===== src/design/tmrcr_pkg.sv =====
// Purpose: Shared constants for the auxiliary capture/reload timer.
// Assumes: Byte-wide special-function-register port, 200 MHz core clock.
// Notes: Tick ratios for the internal timebase are plain defaults.
package tmrcr_pkg;
   // Byte addresses on the special-function-register port.
   localparam logic [7:0] CTRL_ADDR = 8'hC8;
   localparam logic [7:0] HOLD_LO_ADDR = 8'hCA;
   localparam logic [7:0] HOLD_HI_ADDR = 8'hCB;
   localparam logic [7:0] CNT_LO_ADDR = 8'hCC;
   localparam logic [7:0] CNT_HI_ADDR = 8'hCD;
   // The control register is bit-addressable: bit n sits at this base plus n.
   localparam logic [7:0] CTRL_BIT_BASE = 8'hC8;
   localparam logic [7:0] CTRL_RESET = 8'h00;
   localparam logic [15:0] CNT_RESET = 16'h0000;
   localparam logic [15:0] CNT_ALL_ONES = 16'hFFFF;
   // Control field positions.
   localparam int BIT_ROLLOVER = 7;
   localparam int BIT_EXT_FLAG = 6;
   localparam int BIT_RX_BAUD = 5;
   localparam int BIT_TX_BAUD = 4;
   localparam int BIT_EXT_EN = 3;
   localparam int BIT_RUN = 2;
   localparam int BIT_CNT_SEL = 1;
   localparam int BIT_CAP_SEL = 0;
   // Core clocks per pin sample (one instruction cycle).
   localparam logic [1:0] SAMPLE_LAST = 2'h3;
   // Samples per slow timer tick when the prescale select is clear.
   localparam logic [1:0] SLOW_LAST = 2'h2;
endpackage : tmrcr_pkg


===== src/design/tmrcr_timer.sv =====
// Purpose: 16-bit auxiliary timer/counter with capture, reload and baud modes.
// Assumes: Pins are synchronous to core_clk; interrupt enable lives outside.
// Notes: Hardware flag sets win over a software clear in the same cycle.
`timescale 1ns/10ps

// How it works
// - Rollover from FFFF sets the rollover flag; only software clears it.
// - No rollover flag while either baud-select bit is set.
// - Software writing one to the rollover flag raises the interrupt request.
// - Enabled trigger falling edge sets the edge flag outside baud mode; software set also requests.
// - Receive baud-select chooses this timer or other timer for receive timebase.
// - Transmit baud-select chooses this timer or other timer for transmit timebase.
// - Any baud-select set: count once every 2 clocks, ignoring counter select.
// - Edge enable clear ignores trigger; set and not baud: capture or reload.
// - Run bit starts counting; clear halts and keeps both count bytes unless an enabled trigger edge reloads them.
// - Counter select 0 counts prescaled ticks; 1 counts count-pin falling edges.
// - In baud mode capture select is ignored and every overflow reloads.
// - Reload mode: overflow loads high and low bytes from holding bytes.
// - Reload mode with edge enable: trigger edge reloads and sets edge flag.
// - Capture mode: trigger edge copies count into holding, sets edge flag.
// - Overflow in capture mode still sets the rollover flag.
// - A capture never stops or disturbs counting.
// - Control register is bit-addressable; single bits change alone.
module tmrcr_timer
   import tmrcr_pkg::*;
(
   // Clock and reset
   input wire logic core_clk,
   input wire logic rst,
   // Special-function-register byte port
   input wire logic [7:0] sfr_addr,
   input wire logic sfr_wr,
   input wire logic [7:0] sfr_wdata,
   output logic [7:0] sfr_rdata,
   // Single-bit write port
   input wire logic bit_wr,
   input wire logic [7:0] bit_addr,
   input wire logic bit_wdata,
   // Clock-control prescale bit
   input wire logic tick_prescale_select,
   // External pins
   input wire logic trigger_pin,
   input wire logic count_input_pin,
   // Serial timebase
   input wire logic other_timer_ovf,
   output logic rx_baud_tick,
   output logic tx_baud_tick,
   // Interrupt request towards the interrupt controller
   output logic timer_irq_req
);
   logic [7:0] ctrl;
   logic [15:0] count;
   logic [15:0] holding;
   logic [1:0] sample_cnt;
   logic [1:0] slow_cnt;
   logic half_tick;
   logic trig_now;
   logic trig_prev;
   logic cpin_now;
   logic cpin_prev;
   logic ovf_pulse;
   logic [7:0] next_ctrl;
   logic sample_en;
   logic slow_en;
   logic baud_mode;
   logic trig_fall;
   logic cpin_fall;
   logic inc_en;
   logic overflow;
   logic ext_event;
   logic do_reload;
   logic do_capture;
   logic ctrl_wr;
   logic ctrl_bit_wr;
   logic set_rollover;

   function automatic logic falling(input logic prev, input logic now);
      falling = prev & ~now;
   endfunction : falling

   assign sample_en = (sample_cnt == SAMPLE_LAST);
   assign slow_en = sample_en && (slow_cnt == SLOW_LAST);
   assign baud_mode = ctrl[BIT_RX_BAUD] | ctrl[BIT_TX_BAUD];
   // Edges are only looked at in the last slot of each sample period, once per new sample.
   assign trig_fall = sample_en & falling(trig_prev, trig_now);
   assign cpin_fall = sample_en & falling(cpin_prev, cpin_now);

   always_comb begin
      inc_en = 1'b0;
      if (ctrl[BIT_RUN]) begin
         if (baud_mode) begin
            inc_en = half_tick;
         end else if (ctrl[BIT_CNT_SEL]) begin
            inc_en = cpin_fall;
         end else begin
            inc_en = tick_prescale_select ? sample_en : slow_en;
         end
      end
   end

   assign overflow = inc_en && (count == CNT_ALL_ONES);
   assign ext_event = ctrl[BIT_EXT_EN] & ~baud_mode & trig_fall;
   assign do_capture = ext_event & ctrl[BIT_CAP_SEL];
   // Baud mode forces reload on every overflow, whatever the capture select.
   assign do_reload = (overflow & (baud_mode | ~ctrl[BIT_CAP_SEL]))
      | (ext_event & ~ctrl[BIT_CAP_SEL]);
   assign set_rollover = overflow & ~baud_mode;
   assign ctrl_wr = sfr_wr && (sfr_addr == CTRL_ADDR);
   assign ctrl_bit_wr = bit_wr && (bit_addr[7:3] == CTRL_BIT_BASE[7:3]);

   // Clock dividers: pin sample slot, slow tick and the half-rate baud tick.
   always_ff @(posedge core_clk or posedge rst) begin
      if (rst) begin
         sample_cnt <= 2'h0;
         slow_cnt <= 2'h0;
         half_tick <= 1'b0;
      end else begin
         sample_cnt <= sample_cnt + 2'h1;
         half_tick <= ~half_tick;
         if (sample_en) begin
            slow_cnt <= (slow_cnt == SLOW_LAST) ? 2'h0 : slow_cnt + 2'h1;
         end
      end
   end

   // Pin sampling, once per sample slot.
   always_ff @(posedge core_clk or posedge rst) begin
      if (rst) begin
         trig_now <= 1'b0;
         trig_prev <= 1'b0;
         cpin_now <= 1'b0;
         cpin_prev <= 1'b0;
      end else if (sample_cnt == 2'h0) begin
         trig_now <= trigger_pin;
         trig_prev <= trig_now;
         cpin_now <= count_input_pin;
         cpin_prev <= cpin_now;
      end
   end

   // Control register: byte writes, bit writes, then hardware sets on top.
   always_comb begin
      next_ctrl = ctrl;
      if (ctrl_wr) begin
         next_ctrl = sfr_wdata;
      end else if (ctrl_bit_wr) begin
         next_ctrl[bit_addr[2:0]] = bit_wdata;
      end
      // A set arriving with a software clear is not lost.
      if (set_rollover) begin
         next_ctrl[BIT_ROLLOVER] = 1'b1;
      end
      if (ext_event) begin
         next_ctrl[BIT_EXT_FLAG] = 1'b1;
      end
   end

   always_ff @(posedge core_clk or posedge rst) begin
      if (rst) begin
         ctrl <= CTRL_RESET;
      end else begin
         ctrl <= next_ctrl;
      end
   end

   // Count register. Software writes lose to reload and increment, which
   // keeps a free-running timer monotonic under late writes.
   always_ff @(posedge core_clk or posedge rst) begin
      if (rst) begin
         count <= CNT_RESET;
      end else if (do_reload) begin
         count <= holding;
      end else if (inc_en) begin
         count <= count + 16'h0001;
      end else if (sfr_wr && sfr_addr == CNT_LO_ADDR) begin
         count[7:0] <= sfr_wdata;
      end else if (sfr_wr && sfr_addr == CNT_HI_ADDR) begin
         count[15:8] <= sfr_wdata;
      end
   end

   // Holding register: a capture wins over a software write in the same cycle.
   always_ff @(posedge core_clk or posedge rst) begin
      if (rst) begin
         holding <= CNT_RESET;
      end else if (do_capture) begin
         holding <= count;
      end else if (sfr_wr && sfr_addr == HOLD_LO_ADDR) begin
         holding[7:0] <= sfr_wdata;
      end else if (sfr_wr && sfr_addr == HOLD_HI_ADDR) begin
         holding[15:8] <= sfr_wdata;
      end
   end

   // Read data is registered; unmapped addresses read zero.
   always_ff @(posedge core_clk or posedge rst) begin
      if (rst) begin
         sfr_rdata <= 8'h00;
      end else begin
         case (sfr_addr)
            CTRL_ADDR: sfr_rdata <= ctrl;
            HOLD_LO_ADDR: sfr_rdata <= holding[7:0];
            HOLD_HI_ADDR: sfr_rdata <= holding[15:8];
            CNT_LO_ADDR: sfr_rdata <= count[7:0];
            CNT_HI_ADDR: sfr_rdata <= count[15:8];
            default: sfr_rdata <= 8'h00;
         endcase
      end
   end

   // Baud timebase: this timer's overflow only when selected.
   always_ff @(posedge core_clk or posedge rst) begin
      if (rst) begin
         ovf_pulse <= 1'b0;
         rx_baud_tick <= 1'b0;
         tx_baud_tick <= 1'b0;
      end else begin
         ovf_pulse <= overflow;
         rx_baud_tick <= ctrl[BIT_RX_BAUD] ? overflow : other_timer_ovf;
         tx_baud_tick <= ctrl[BIT_TX_BAUD] ? overflow : other_timer_ovf;
      end
   end

   // Either flag, set by hardware or by software, requests the interrupt.
   assign timer_irq_req = ctrl[BIT_ROLLOVER] | ctrl[BIT_EXT_FLAG];

   property p_rollover_set;
      @(posedge core_clk) disable iff (rst)
         (overflow && !baud_mode) |=> ctrl[BIT_ROLLOVER] && timer_irq_req;
   endproperty
   a_rollover_set: assert property (p_rollover_set)
      else $error("rollover flag not set after overflow");

   property p_no_flag_baud;
      @(posedge core_clk) disable iff (rst)
         (baud_mode && !ctrl[BIT_ROLLOVER] && !ctrl_wr && !ctrl_bit_wr) |=>
            !ctrl[BIT_ROLLOVER];
   endproperty
   a_no_flag_baud: assert property (p_no_flag_baud)
      else $error("rollover flag set in baud mode");

   property p_sw_irq;
      @(posedge core_clk) disable iff (rst)
         (ctrl_wr && sfr_wdata[BIT_ROLLOVER]) |=> timer_irq_req;
   endproperty
   a_sw_irq: assert property (p_sw_irq)
      else $error("software set did not request interrupt");

   property p_edge_flag;
      @(posedge core_clk) disable iff (rst)
         ext_event |=> ctrl[BIT_EXT_FLAG];
   endproperty
   a_edge_flag: assert property (p_edge_flag)
      else $error("edge flag not set");

   property p_baud_rate;
      @(posedge core_clk) disable iff (rst)
         (ctrl[BIT_RUN] && baud_mode && !half_tick && !do_reload && !ctrl_wr &&
          !ctrl_bit_wr && !sfr_wr && count != CNT_ALL_ONES)
            |=> count == $past(count) ##1 count == $past(count) + 16'h0001;
   endproperty
   a_baud_rate: assert property (p_baud_rate)
      else $error("baud mode does not count every 2 clocks");

   property p_edge_ignored;
      @(posedge core_clk) disable iff (rst)
         !ctrl[BIT_EXT_EN] |-> !do_capture && !ext_event;
   endproperty
   a_edge_ignored: assert property (p_edge_ignored)
      else $error("trigger edge acted while disabled");

   property p_halt;
      @(posedge core_clk) disable iff (rst)
         (!ctrl[BIT_RUN] && !ext_event && !sfr_wr) |=> $stable(count);
   endproperty
   a_halt: assert property (p_halt)
      else $error("halted count changed");

   property p_reload;
      @(posedge core_clk) disable iff (rst)
         (overflow && (baud_mode || !ctrl[BIT_CAP_SEL])) |=> count == $past(holding);
   endproperty
   a_reload: assert property (p_reload)
      else $error("overflow did not reload");

   property p_capture;
      @(posedge core_clk) disable iff (rst)
         do_capture |=> holding == $past(count) && count != $past(holding) ||
            holding == $past(count);
   endproperty
   a_capture: assert property (p_capture)
      else $error("capture did not copy count");

   property p_baud_out;
      @(posedge core_clk) disable iff (rst)
         (ctrl[BIT_RX_BAUD] && overflow) |=> rx_baud_tick && ovf_pulse;
   endproperty
   a_baud_out: assert property (p_baud_out)
      else $error("receive baud tick missing");
endmodule : tmrcr_timer


===== config.mk =====
export PLATFORM = sky130hd
export DESIGN_NAME = tmrcr_timer
export DESIGN_NICKNAME = d
export VERILOG_FILES = /design/src/design/tmrcr_pkg.sv /design/src/design/tmrcr_timer.sv
export SDC_FILE = /design/constraint.sdc
export NUM_CORES = 1
export LEC_CHECK = 0
export BUFFER_PORTS_ARGS = -buffer_cell sky130_fd_sc_hd__buf_2
export CORE_MARGIN = 1.5
export CORE_UTILIZATION = 45
export CTS_BUF_LIST = sky130_fd_sc_hd__clkbuf_4
export DETAILED_ROUTE_END_ITERATION = 10
export GPL_ROUTABILITY_DRIVEN = 0
export HOLD_SLACK_MARGIN = 0.03
export PLACE_DENSITY = 0.76
export SYNTH_ARGS = -nofsm -noshare
export SYNTH_HDL_FRONTEND = slang
export SYNTH_SLANG_ARGS = --single-unit

===== constraint.sdc =====
create_clock -name core_clk -period 2.37 [get_ports core_clk]
set_clock_uncertainty 0.1 [all_clocks]
set_input_delay 0.237 -clock core_clk [delete_from_list [all_inputs] [get_ports core_clk]]
set_output_delay 0.237 -clock core_clk [all_outputs]
set_load 0.005 [all_outputs]

==> Word level (Yosys, flattened, before mapping) <==
Index checks and enable logic that the tools add are counted.
{ "word_totals": {"latch_bits": 0, "output_inout_bits": 11, "mem_bits_ro": 0, "inputBits": 33, "mem_bits_rw": 0, "reg_bits": 59, "wordCells": 95, "n_memories": 0} }
{ "classes": {"n_reduce_logical": 19, "shifts": 0, "multipliers": 0, "bitwise": 19, "n_addsub": 3, "n_div": 0, "n_eq_ne": 11, "muxes": 24, "order_cmp": 2} }
{ "ops": {"columns": ["op", "count"], "rows": [
  ["two-way mux 8 bit", 8],
  ["two-way mux 16 bit", 3],
  ["equality test 8 bit, second input constant", 5],
  ["case mux 8 bit (5 select lines)", 1],
  ["adder 16 x 1 -> 16 bit, second input constant", 1],
  ["equality test 16 bit, second input constant", 1],
  ["nonzero test 3 bit", 4],
  ["AND 1 bit", 10],
  ["logical AND 1 bit", 9],
  ["two-way mux 1 bit", 9],
  ["bitwise mux 8 bit", 1],
  ["nonzero test 2 bit", 3],
  ["equality test 5 bit, second input constant", 1],
  ["inverter 1 bit", 5],
  ["adder 2 x 1 -> 2 bit, second input constant", 2],
  ["equality test 2 bit, second input constant", 2],
  ["< comparator 3 x 4 -> 1 bit, second input constant", 1],
  ["OR 1 bit", 4],
  ["AND reduction 2 bit", 2],
  ["demux 1 bit (select 3 bit)", 1],
  [">= comparator 3 x 1 -> 1 bit, second input constant", 1],
  ["!= test 3 bit, second input constant", 1],
  ["zero test 2 bit", 1],
  ["two-way mux 2 bit", 1],
  ["!= test 2 bit, second input constant", 1]
]} }

==> Depth between registers and ports, before layout <==
Gate-level depths: netlist of run 1.
{ "logic_depth": {"word_depth": 11, "ltp_mapped": 9, "depth_no_buf": 7} }

==> Worst setup path before layout of run 1 <==
No wires, ideal clock.
{ "synth_path": {"path_type": "reg-to-reg", "from": "register count[0]", "to": "register count[15]", "arrival_ps": 1940, "path_stages_with_launch": 8, "path_buffers": 0, "setup_ps": 126, "required_time_ps": 2144, "period_less_slack_ps": 2166, "path_slack_ps": 204, "cell_sequence": "dfrtp_1 ha_1 nand3_1 or3_4 a211oi_4 a21o_4 a211oi_1 a221o_1"} }
{ "synth_between": {"elab_chain_len": 6, "elab_cells_between_ends": 10, "cone_classes": "add/sub (1); eq/ne (2); mux (2); bitwise (2); reduce/logical (3)"} }
{ "synth_rtl": {"columns": ["item", "line_no", "source"], "rows": [
  ["from (decl)", "tmrcr_timer.sv:52", "logic [15:0] count;"],
  ["from (signal assigned)", "tmrcr_timer.sv:172", "count <= holding;"],
  ["from (signal assigned)", "tmrcr_timer.sv:174", "count <= count + 16'h0001;"],
  ["from (signal assigned)", "tmrcr_timer.sv:176", "count[7:0] <= sfr_wdata;"],
  ["branches (longest 6 deep; another with adder 16 x 1 -> 16 bit)", null, null]
]} }
Parallel ways; which one is timed is not known.
A chain may end at the register's enable or synchronous reset.

==> Final worst setup path of run 1 <==
Ends and elaborated chain as after synthesis.

==> metrics, run 1 <==
Synth Flop Type=dfrtp_1; total number of vias=3220; Final Hold Viols=0; Critical Path AT=2.48 ns; Clock Sinks=59; vias per cell=5.93; final net count=473; Worst EP required=2.57 ns; Startpoint Class=flip-flop; Setup crit end kind=flip-flop; Final Cell Area=4140 um^2; max-cap violations=0; Die Y=91.6 um; first-pass GRT wire length=15600 um; status=finished clean; final slew viol count=0; final setup violating endpoints=0; Final Critical Period=2.28 ns; hold_ws=0.0488 ns; Yosys Warn Count=0; Worst-path clk slew=0.11 ns; drt total wl=9740 um; FFs w/ async S/R, synth=100%; CTS Buffer Depth=2; Antenna Nets Post-Route=0; Reg-to-Reg Start=count[0]; Slew @ Worst Pin=0.595 ns; Syn Std Cell Area=3530 um^2; worst min path class=input port to flip-flop; max incr delay on CP=0.43 ns; fmax=0.438 GHz; Total GRT Usage=24.4%; pwr/cell area=687 nW/um^2; CP top delay family=compound AO/OA/AOI/OAI gates; Die W=91.6 um; number of global-route vias before repair=3039; die outline area=8390 um^2; Starting Density=46.2%; DRT Pass-1 Iters=5; I/O pins=44; setup TNS=0 ns; Seq/Total Area, Yosys=41.8%; min-delay src=sfr_wdata[2]; Worst Setup SP=count[0]; post-DP HPWL=6710 um; IO Port Bufs=43; Root Driver=clkbuf_4; placed cell area=3930 um^2; leakage=1.68 nW; area grow syn2layout=17.3%; initial antenna violation count=0; Avg Inst Size Synth=9.44 um^2; post-synthesis cell type count=50; post-synth net total=410; slowest CP cell=or3_4; DRC viols=0; routed len/inst=17.9 um; worst-skew pair later-pin latency=0.42 ns; Core Footprint=7650 um^2; CP max FO=8; Max IR drop VDD=394 uV; flops & latches, synth=59; site row count=32; largest net degree at the start of global routing=34; Final Cycle Share=96.3%; total gr overflow=0; crit-path cells=ha_2 -> nand3_1 -> or3_4 -> a211oi_4 -> a21o_4 -> a211oi_1 -> a221o_1; Mapped Cells=374; CTS tree=yes; cts bufs inserted=9; Post-synth EDFFs=0; CP bufs+invs=0; Max-Slew Margin vs Limit=60.3%; CTS H-tree lvls=3; # placed instances=519; Antenna diodes=0; Core Util, Final=54.2%; share of layout cells above drive strength 1=25.9%; final std cells w/o fill=543; CP Class=flip-flop to flip-flop; DRT iter0 DRCs=300
kinds of logic after synthesis:
logic type	count (synthesis)	share of synthesized area, %
mux	40	11.9
buf+inv	30	4.32
fa+ha+maj	3	1.06
compound gates	91	17.1
xor+xnor	13	3.22
simple gates	138	20.6
flops	59	41.8
cells in the final DEF (no fill, tap or decap), types with 3 or more instances in the layout:
cell           instances
a21oi_1               20
a22oi_1               18
a31oi_1               13
and2_1                 3
and3_1                 3
buf_2                 43
buf_4                 22
clkbuf_4              11
clkinv_2               3
dfrtp_1               59
dlygate4sd3_1          7
inv_1                  6
mux2_2                15
mux2i_1               25
nand2_1               46
nand2b_1               4
nand3_1                9
nand3b_1               3
nor2_1                37
nor2_2                 3
nor3_1                 9
nor3b_1                5
nor4_4                 3
o211ai_1              12
o21ai_0               16
xnor2_1                9
xor2_1                 4
through the flow:
step	worst slack, ns	power [mW]
finish	0.0875	2.85
global route	-0.00796	3.01
CTS	0.0506	2.82
detailed placement	0.0819	2.22
global placement	0.171	2.19
floorplan	0.204	1.90
cell type report:
class	instances	area [um^2]
Clock buffer	11	82.6
Clock inverter	4	18.8
Fill cell	717	3500
Inverter	7	26.3
Multi-Input combinational cell	286	1930
Sequential cell	59	1480
Tap cell	102	128
Timing Repair Buffer	74	482
path summary, 6_finish.rpt:
check | cells after the start | slack [ns] | end
min in group asynchronous | 3 | 0.32 | ctrl[7]
worst min register to register | 1 | 0.32 | half_tick
worst min-delay path | 3 | 0.05 | ctrl[2]
worst max register to register | 7 | 0.09 | count[15]
max in group asynchronous | 4 | 1.25 | holding[3]
worst max-delay path | 7 | 0.09 | count[15]
routing by layer:
metal  vias up  share of wire (%)  track usage (%)
met5         -                  0                0
met4         0                3.2             11.5
met3        26                8.2             4.69
met2       164                 47             38.5
met1      1551                 41             32.3
li1       1479                  -                -
worst reg2reg max path: cells and delay by family, from the launching register on:
| kind | cells | cell delay (ns) |
|---|---|---|
| compound gates | 4 | 0.84 |
| fa+ha+maj | 1 | 0.24 |
| flops | 1 | 0.37 |
| simple gates | 2 | 0.61 |
cells in the mapped netlist (all sizes together) (7+ instances only):
library cell / instances / area [um^2]
a21oi: 21 / 109
a22oi: 18 / 135
a31oi: 13 / 81.3
buf: 13 / 88.8
clkbuf: 10 / 37.5
dfrtp: 59 / 1480
inv: 7 / 26.3
mux2: 15 / 169
mux2i: 25 / 250
nand2: 46 / 173
nand3: 10 / 62.6
nor2: 40 / 158
nor3: 9 / 45.0
o211ai: 12 / 90.1
o21ai: 16 / 80.1
xnor2: 9 / 78.8
repair_timing:
action	in CTS	in global routing
endpoints found under the hold margin	33	0
setup endpoints to repair	0	15
hold buffers	7	0
resized for setup	0	4
setup buffers	0	1
sequential cells by signal, summed over array words and instances (netlist names):
register,flops
holding,16
tx_baud_tick,1
trig_now,1
slow_cnt,2
cpin_now,1
trig_prev,1
count,16
sfr_rdata,8
cpin_prev,1
rx_baud_tick,1
sample_cnt,2
ctrl,8
half_tick,1
power by group:
part / total, mW / switching, mW / internal (mW)
clock network: 0.593 / 0.368 / 0.225
registers: 1.43 / 0.256 / 1.18
logic: 0.820 / 0.433 / 0.388
Note: power is estimated with default switching activity, not from simulation.
==> run 2, diff against run 1 <==
--- a/config.mk
+++ b/config.mk
@@ -8,7 +8,7 @@
 export BUFFER_PORTS_ARGS = -buffer_cell sky130_fd_sc_hd__buf_2
 export CORE_MARGIN = 1.5
 export CORE_UTILIZATION = 45
-export CTS_BUF_LIST = sky130_fd_sc_hd__clkbuf_4
+export CTS_BUF_LIST = sky130_fd_sc_hd__clkbuf_16
 export DETAILED_ROUTE_END_ITERATION = 10
 export GPL_ROUTABILITY_DRIVEN = 0
 export HOLD_SLACK_MARGIN = 0.03
==> run 2 against run 1 <==
Die area stayed put. Utilization is 1.6 points higher. Wire length is 1.8% higher. Critical path depth stayed put. Final cell count is 0.55% lower. Via count is 0.28% lower. Register-to-register slack hardly changed. Clock power is 91% higher. Total power is 19% higher. Highest routed layer unchanged. First-iteration DRC count is 2.7% higher.
==> metrics, run 2 (synthesis gave the netlist of run 1 again) <==
status=finished clean; final net count=470 (-0.63%); Slew @ Worst Pin=0.598 ns (+0.00324 ns); Worst Setup SP=count[0]; number of global-route vias before repair=3042 (+0.099%); die outline area=8390 um^2 (unchanged); Reg-to-Reg Start=count[0]; Hold Path Stages=2 (-1); leakage=1.75 nW (+3.7%); I/O pins=44 (unchanged); Final Hold Viols=0 (unchanged); commonest non-fill, non-tap cell in the layout=dfrtp_1; Place WS=0.0819 ns (unchanged); total gr overflow=0 (unchanged); IO Port Bufs=43 (unchanged); Antenna diodes=0 (unchanged); slowest CP cell=or3_4; total number of vias=3211 (-0.28%); initial antenna violation count=0 (unchanged); Die W=91.6 um (unchanged); area grow syn2layout=20.8%; most frequent cells in the layout=dfrtp_1 (59), nand2_1 (46), buf_2 (43), nor2_1 (37); Worst EP required=2.48 ns (-0.09 ns); final setup violating endpoints=0 (unchanged); Final Cell Area=4270 um^2 (+2.9%); setup TNS=0 ns (unchanged); CP Class=flip-flop to flip-flop; first-pass GRT wire length=15800 um (+0.79%); CP bufs+invs=0 (unchanged); max incr delay on CP=0.44 ns (about the same); routed len/inst=18.4 um (+2.4%); Core Footprint=7650 um^2 (unchanged); Setup crit end kind=flip-flop; CTS tree=yes; vias per cell=5.95 (+0.27%); Antenna Nets Post-Route=0 (unchanged); worst min path class=input port to flip-flop; Worst-path clk slew=0.05 ns (-0.06 ns); final std cells w/o fill=540 (-0.55%); DRC viols=0 (unchanged); Critical Path AT=2.41 ns (-0.07 ns); min-delay src=count_input_pin; Hold Crit Endpoint=cpin_now; biggest regs=count (16), holding (16); Startpoint Class=flip-flop; Final Critical Period=2.30 ns (+0.0142 ns); Total GRT Usage=24.7% (+0.27 points); CTS Buffer Depth=2 (unchanged); Starting Density=46.2% (unchanged); CP top delay family=compound AO/OA/AOI/OAI gates; Final Cycle Share=96.9% (+0.60 points); final slew viol count=0 (unchanged); flop-to-flop setup slack=0.07 ns (about the same); Root Driver=clkbuf_16; pwr/cell area=792 nW/um^2 (+15%); max-cap violations=0 (unchanged); fmax=0.435 GHz (-0.62%); CTS H-tree lvls=3 (unchanged); placed cell area=3930 um^2 (unchanged); # placed instances=519 (unchanged); Max IR drop VDD=375 uV (-4.7%); crit-path cells=ha_2 -> nand3_1 -> or3_4 -> a211oi_4 -> a21o_4 -> a211oi_1 -> a221o_1; Worst Reg-to-Reg Cells=7 (unchanged); hold_ws=0.0332 ns (-0.0156 ns); site row count=32 (unchanged); DRT iter0 DRCs=308 (+2.7%); final setup margin=0.0733 ns (-0.0142 ns); Die Y=91.6 um (unchanged); share of layout cells above drive strength 1=26.3% (+0.41 points); post-DP HPWL=6710 um (unchanged); CP max FO=6 (-2); Clock Sinks=59 (unchanged); Max-Slew Margin vs Limit=60.1% (-0.22 points); drt total wl=9920 um (+1.8%); cts bufs inserted=9 (unchanged); worst-skew pair later-pin latency=0.34 ns (-0.08 ns); largest net degree at the start of global routing=34 (unchanged); DRT Pass-1 Iters=5 (unchanged); Crit Reg-Reg Endpoint=count[15]
==> run 2: cell types whose count changed in the layout (fill, tap and decap cells not counted), sizes merged <==
cell and delta:
clkbuf -2, dlygate4sd3 -6, inv +2, buf +3
==> run 2: how the worst max path moves through the flow <==
stage,slack [ns],end,depth (start not counted)
4_1_cts,0.07,count[15],7
2_1_floorplan,0.20,count[15],7
3_5_place_dp,0.08,count[15],7
3_3_place_gp,0.17,count[15],7
6_report,0.07,count[15],7
5_1_grt,-0.006,count[12],8
==> run 2: power breakdown <==
group	internal, mW	switching (mW)
sequential	1.18	0.256
clock	0.682	0.446
combinational	0.381	0.429
==> run 2: final cells by class <==
class / instances / area (um^2)
flip-flops and latches: 59 / 1480
multi-input cells: 286 / 1930
well taps: 102 / 128
clock buffers: 9 / 225
fillers: 685 / 3380
inverters: 7 / 26.3
repair buffers: 71 / 453
clock inverters: 6 / 26.3
==> run 2: metal layers <==
layer  up-vias  share of wire [%]  track usage [%]
met4         0                3.5             12.1
met3        33                9.4             4.77
met1      1531                 40             32.9
met5         -                  0                0
li1       1474                  -                -
met2       173                 47             38.4
==> run 2: metrics by stage <==
stage | util [%] | power (mW)
after global placement | 51.4 | 2.19
final | 55.8 | 3.38
after floorplan | - | 1.90
after global routing | 55.8 | 3.53
after detailed placement | 51.4 | 2.22
after CTS | 54.9 | 3.34
==> run 2: repair_timing <==
item                                   CTS  global route
setup buffers                            0             4
hold buffers                             1             0
gates resized for setup                  0             3
endpoints found under the hold margin   26             0
setup endpoints to repair                0            15
==> run 2: worst reg2reg max path, delay by kind of cell (launching register included) <==
family	cells	cell delay, ns
AO/OA/AOI/OAI	4	0.87
adder cells (fa/ha/maj)	1	0.23
flip-flops	1	0.35
AND/OR/NAND/NOR	2	0.63
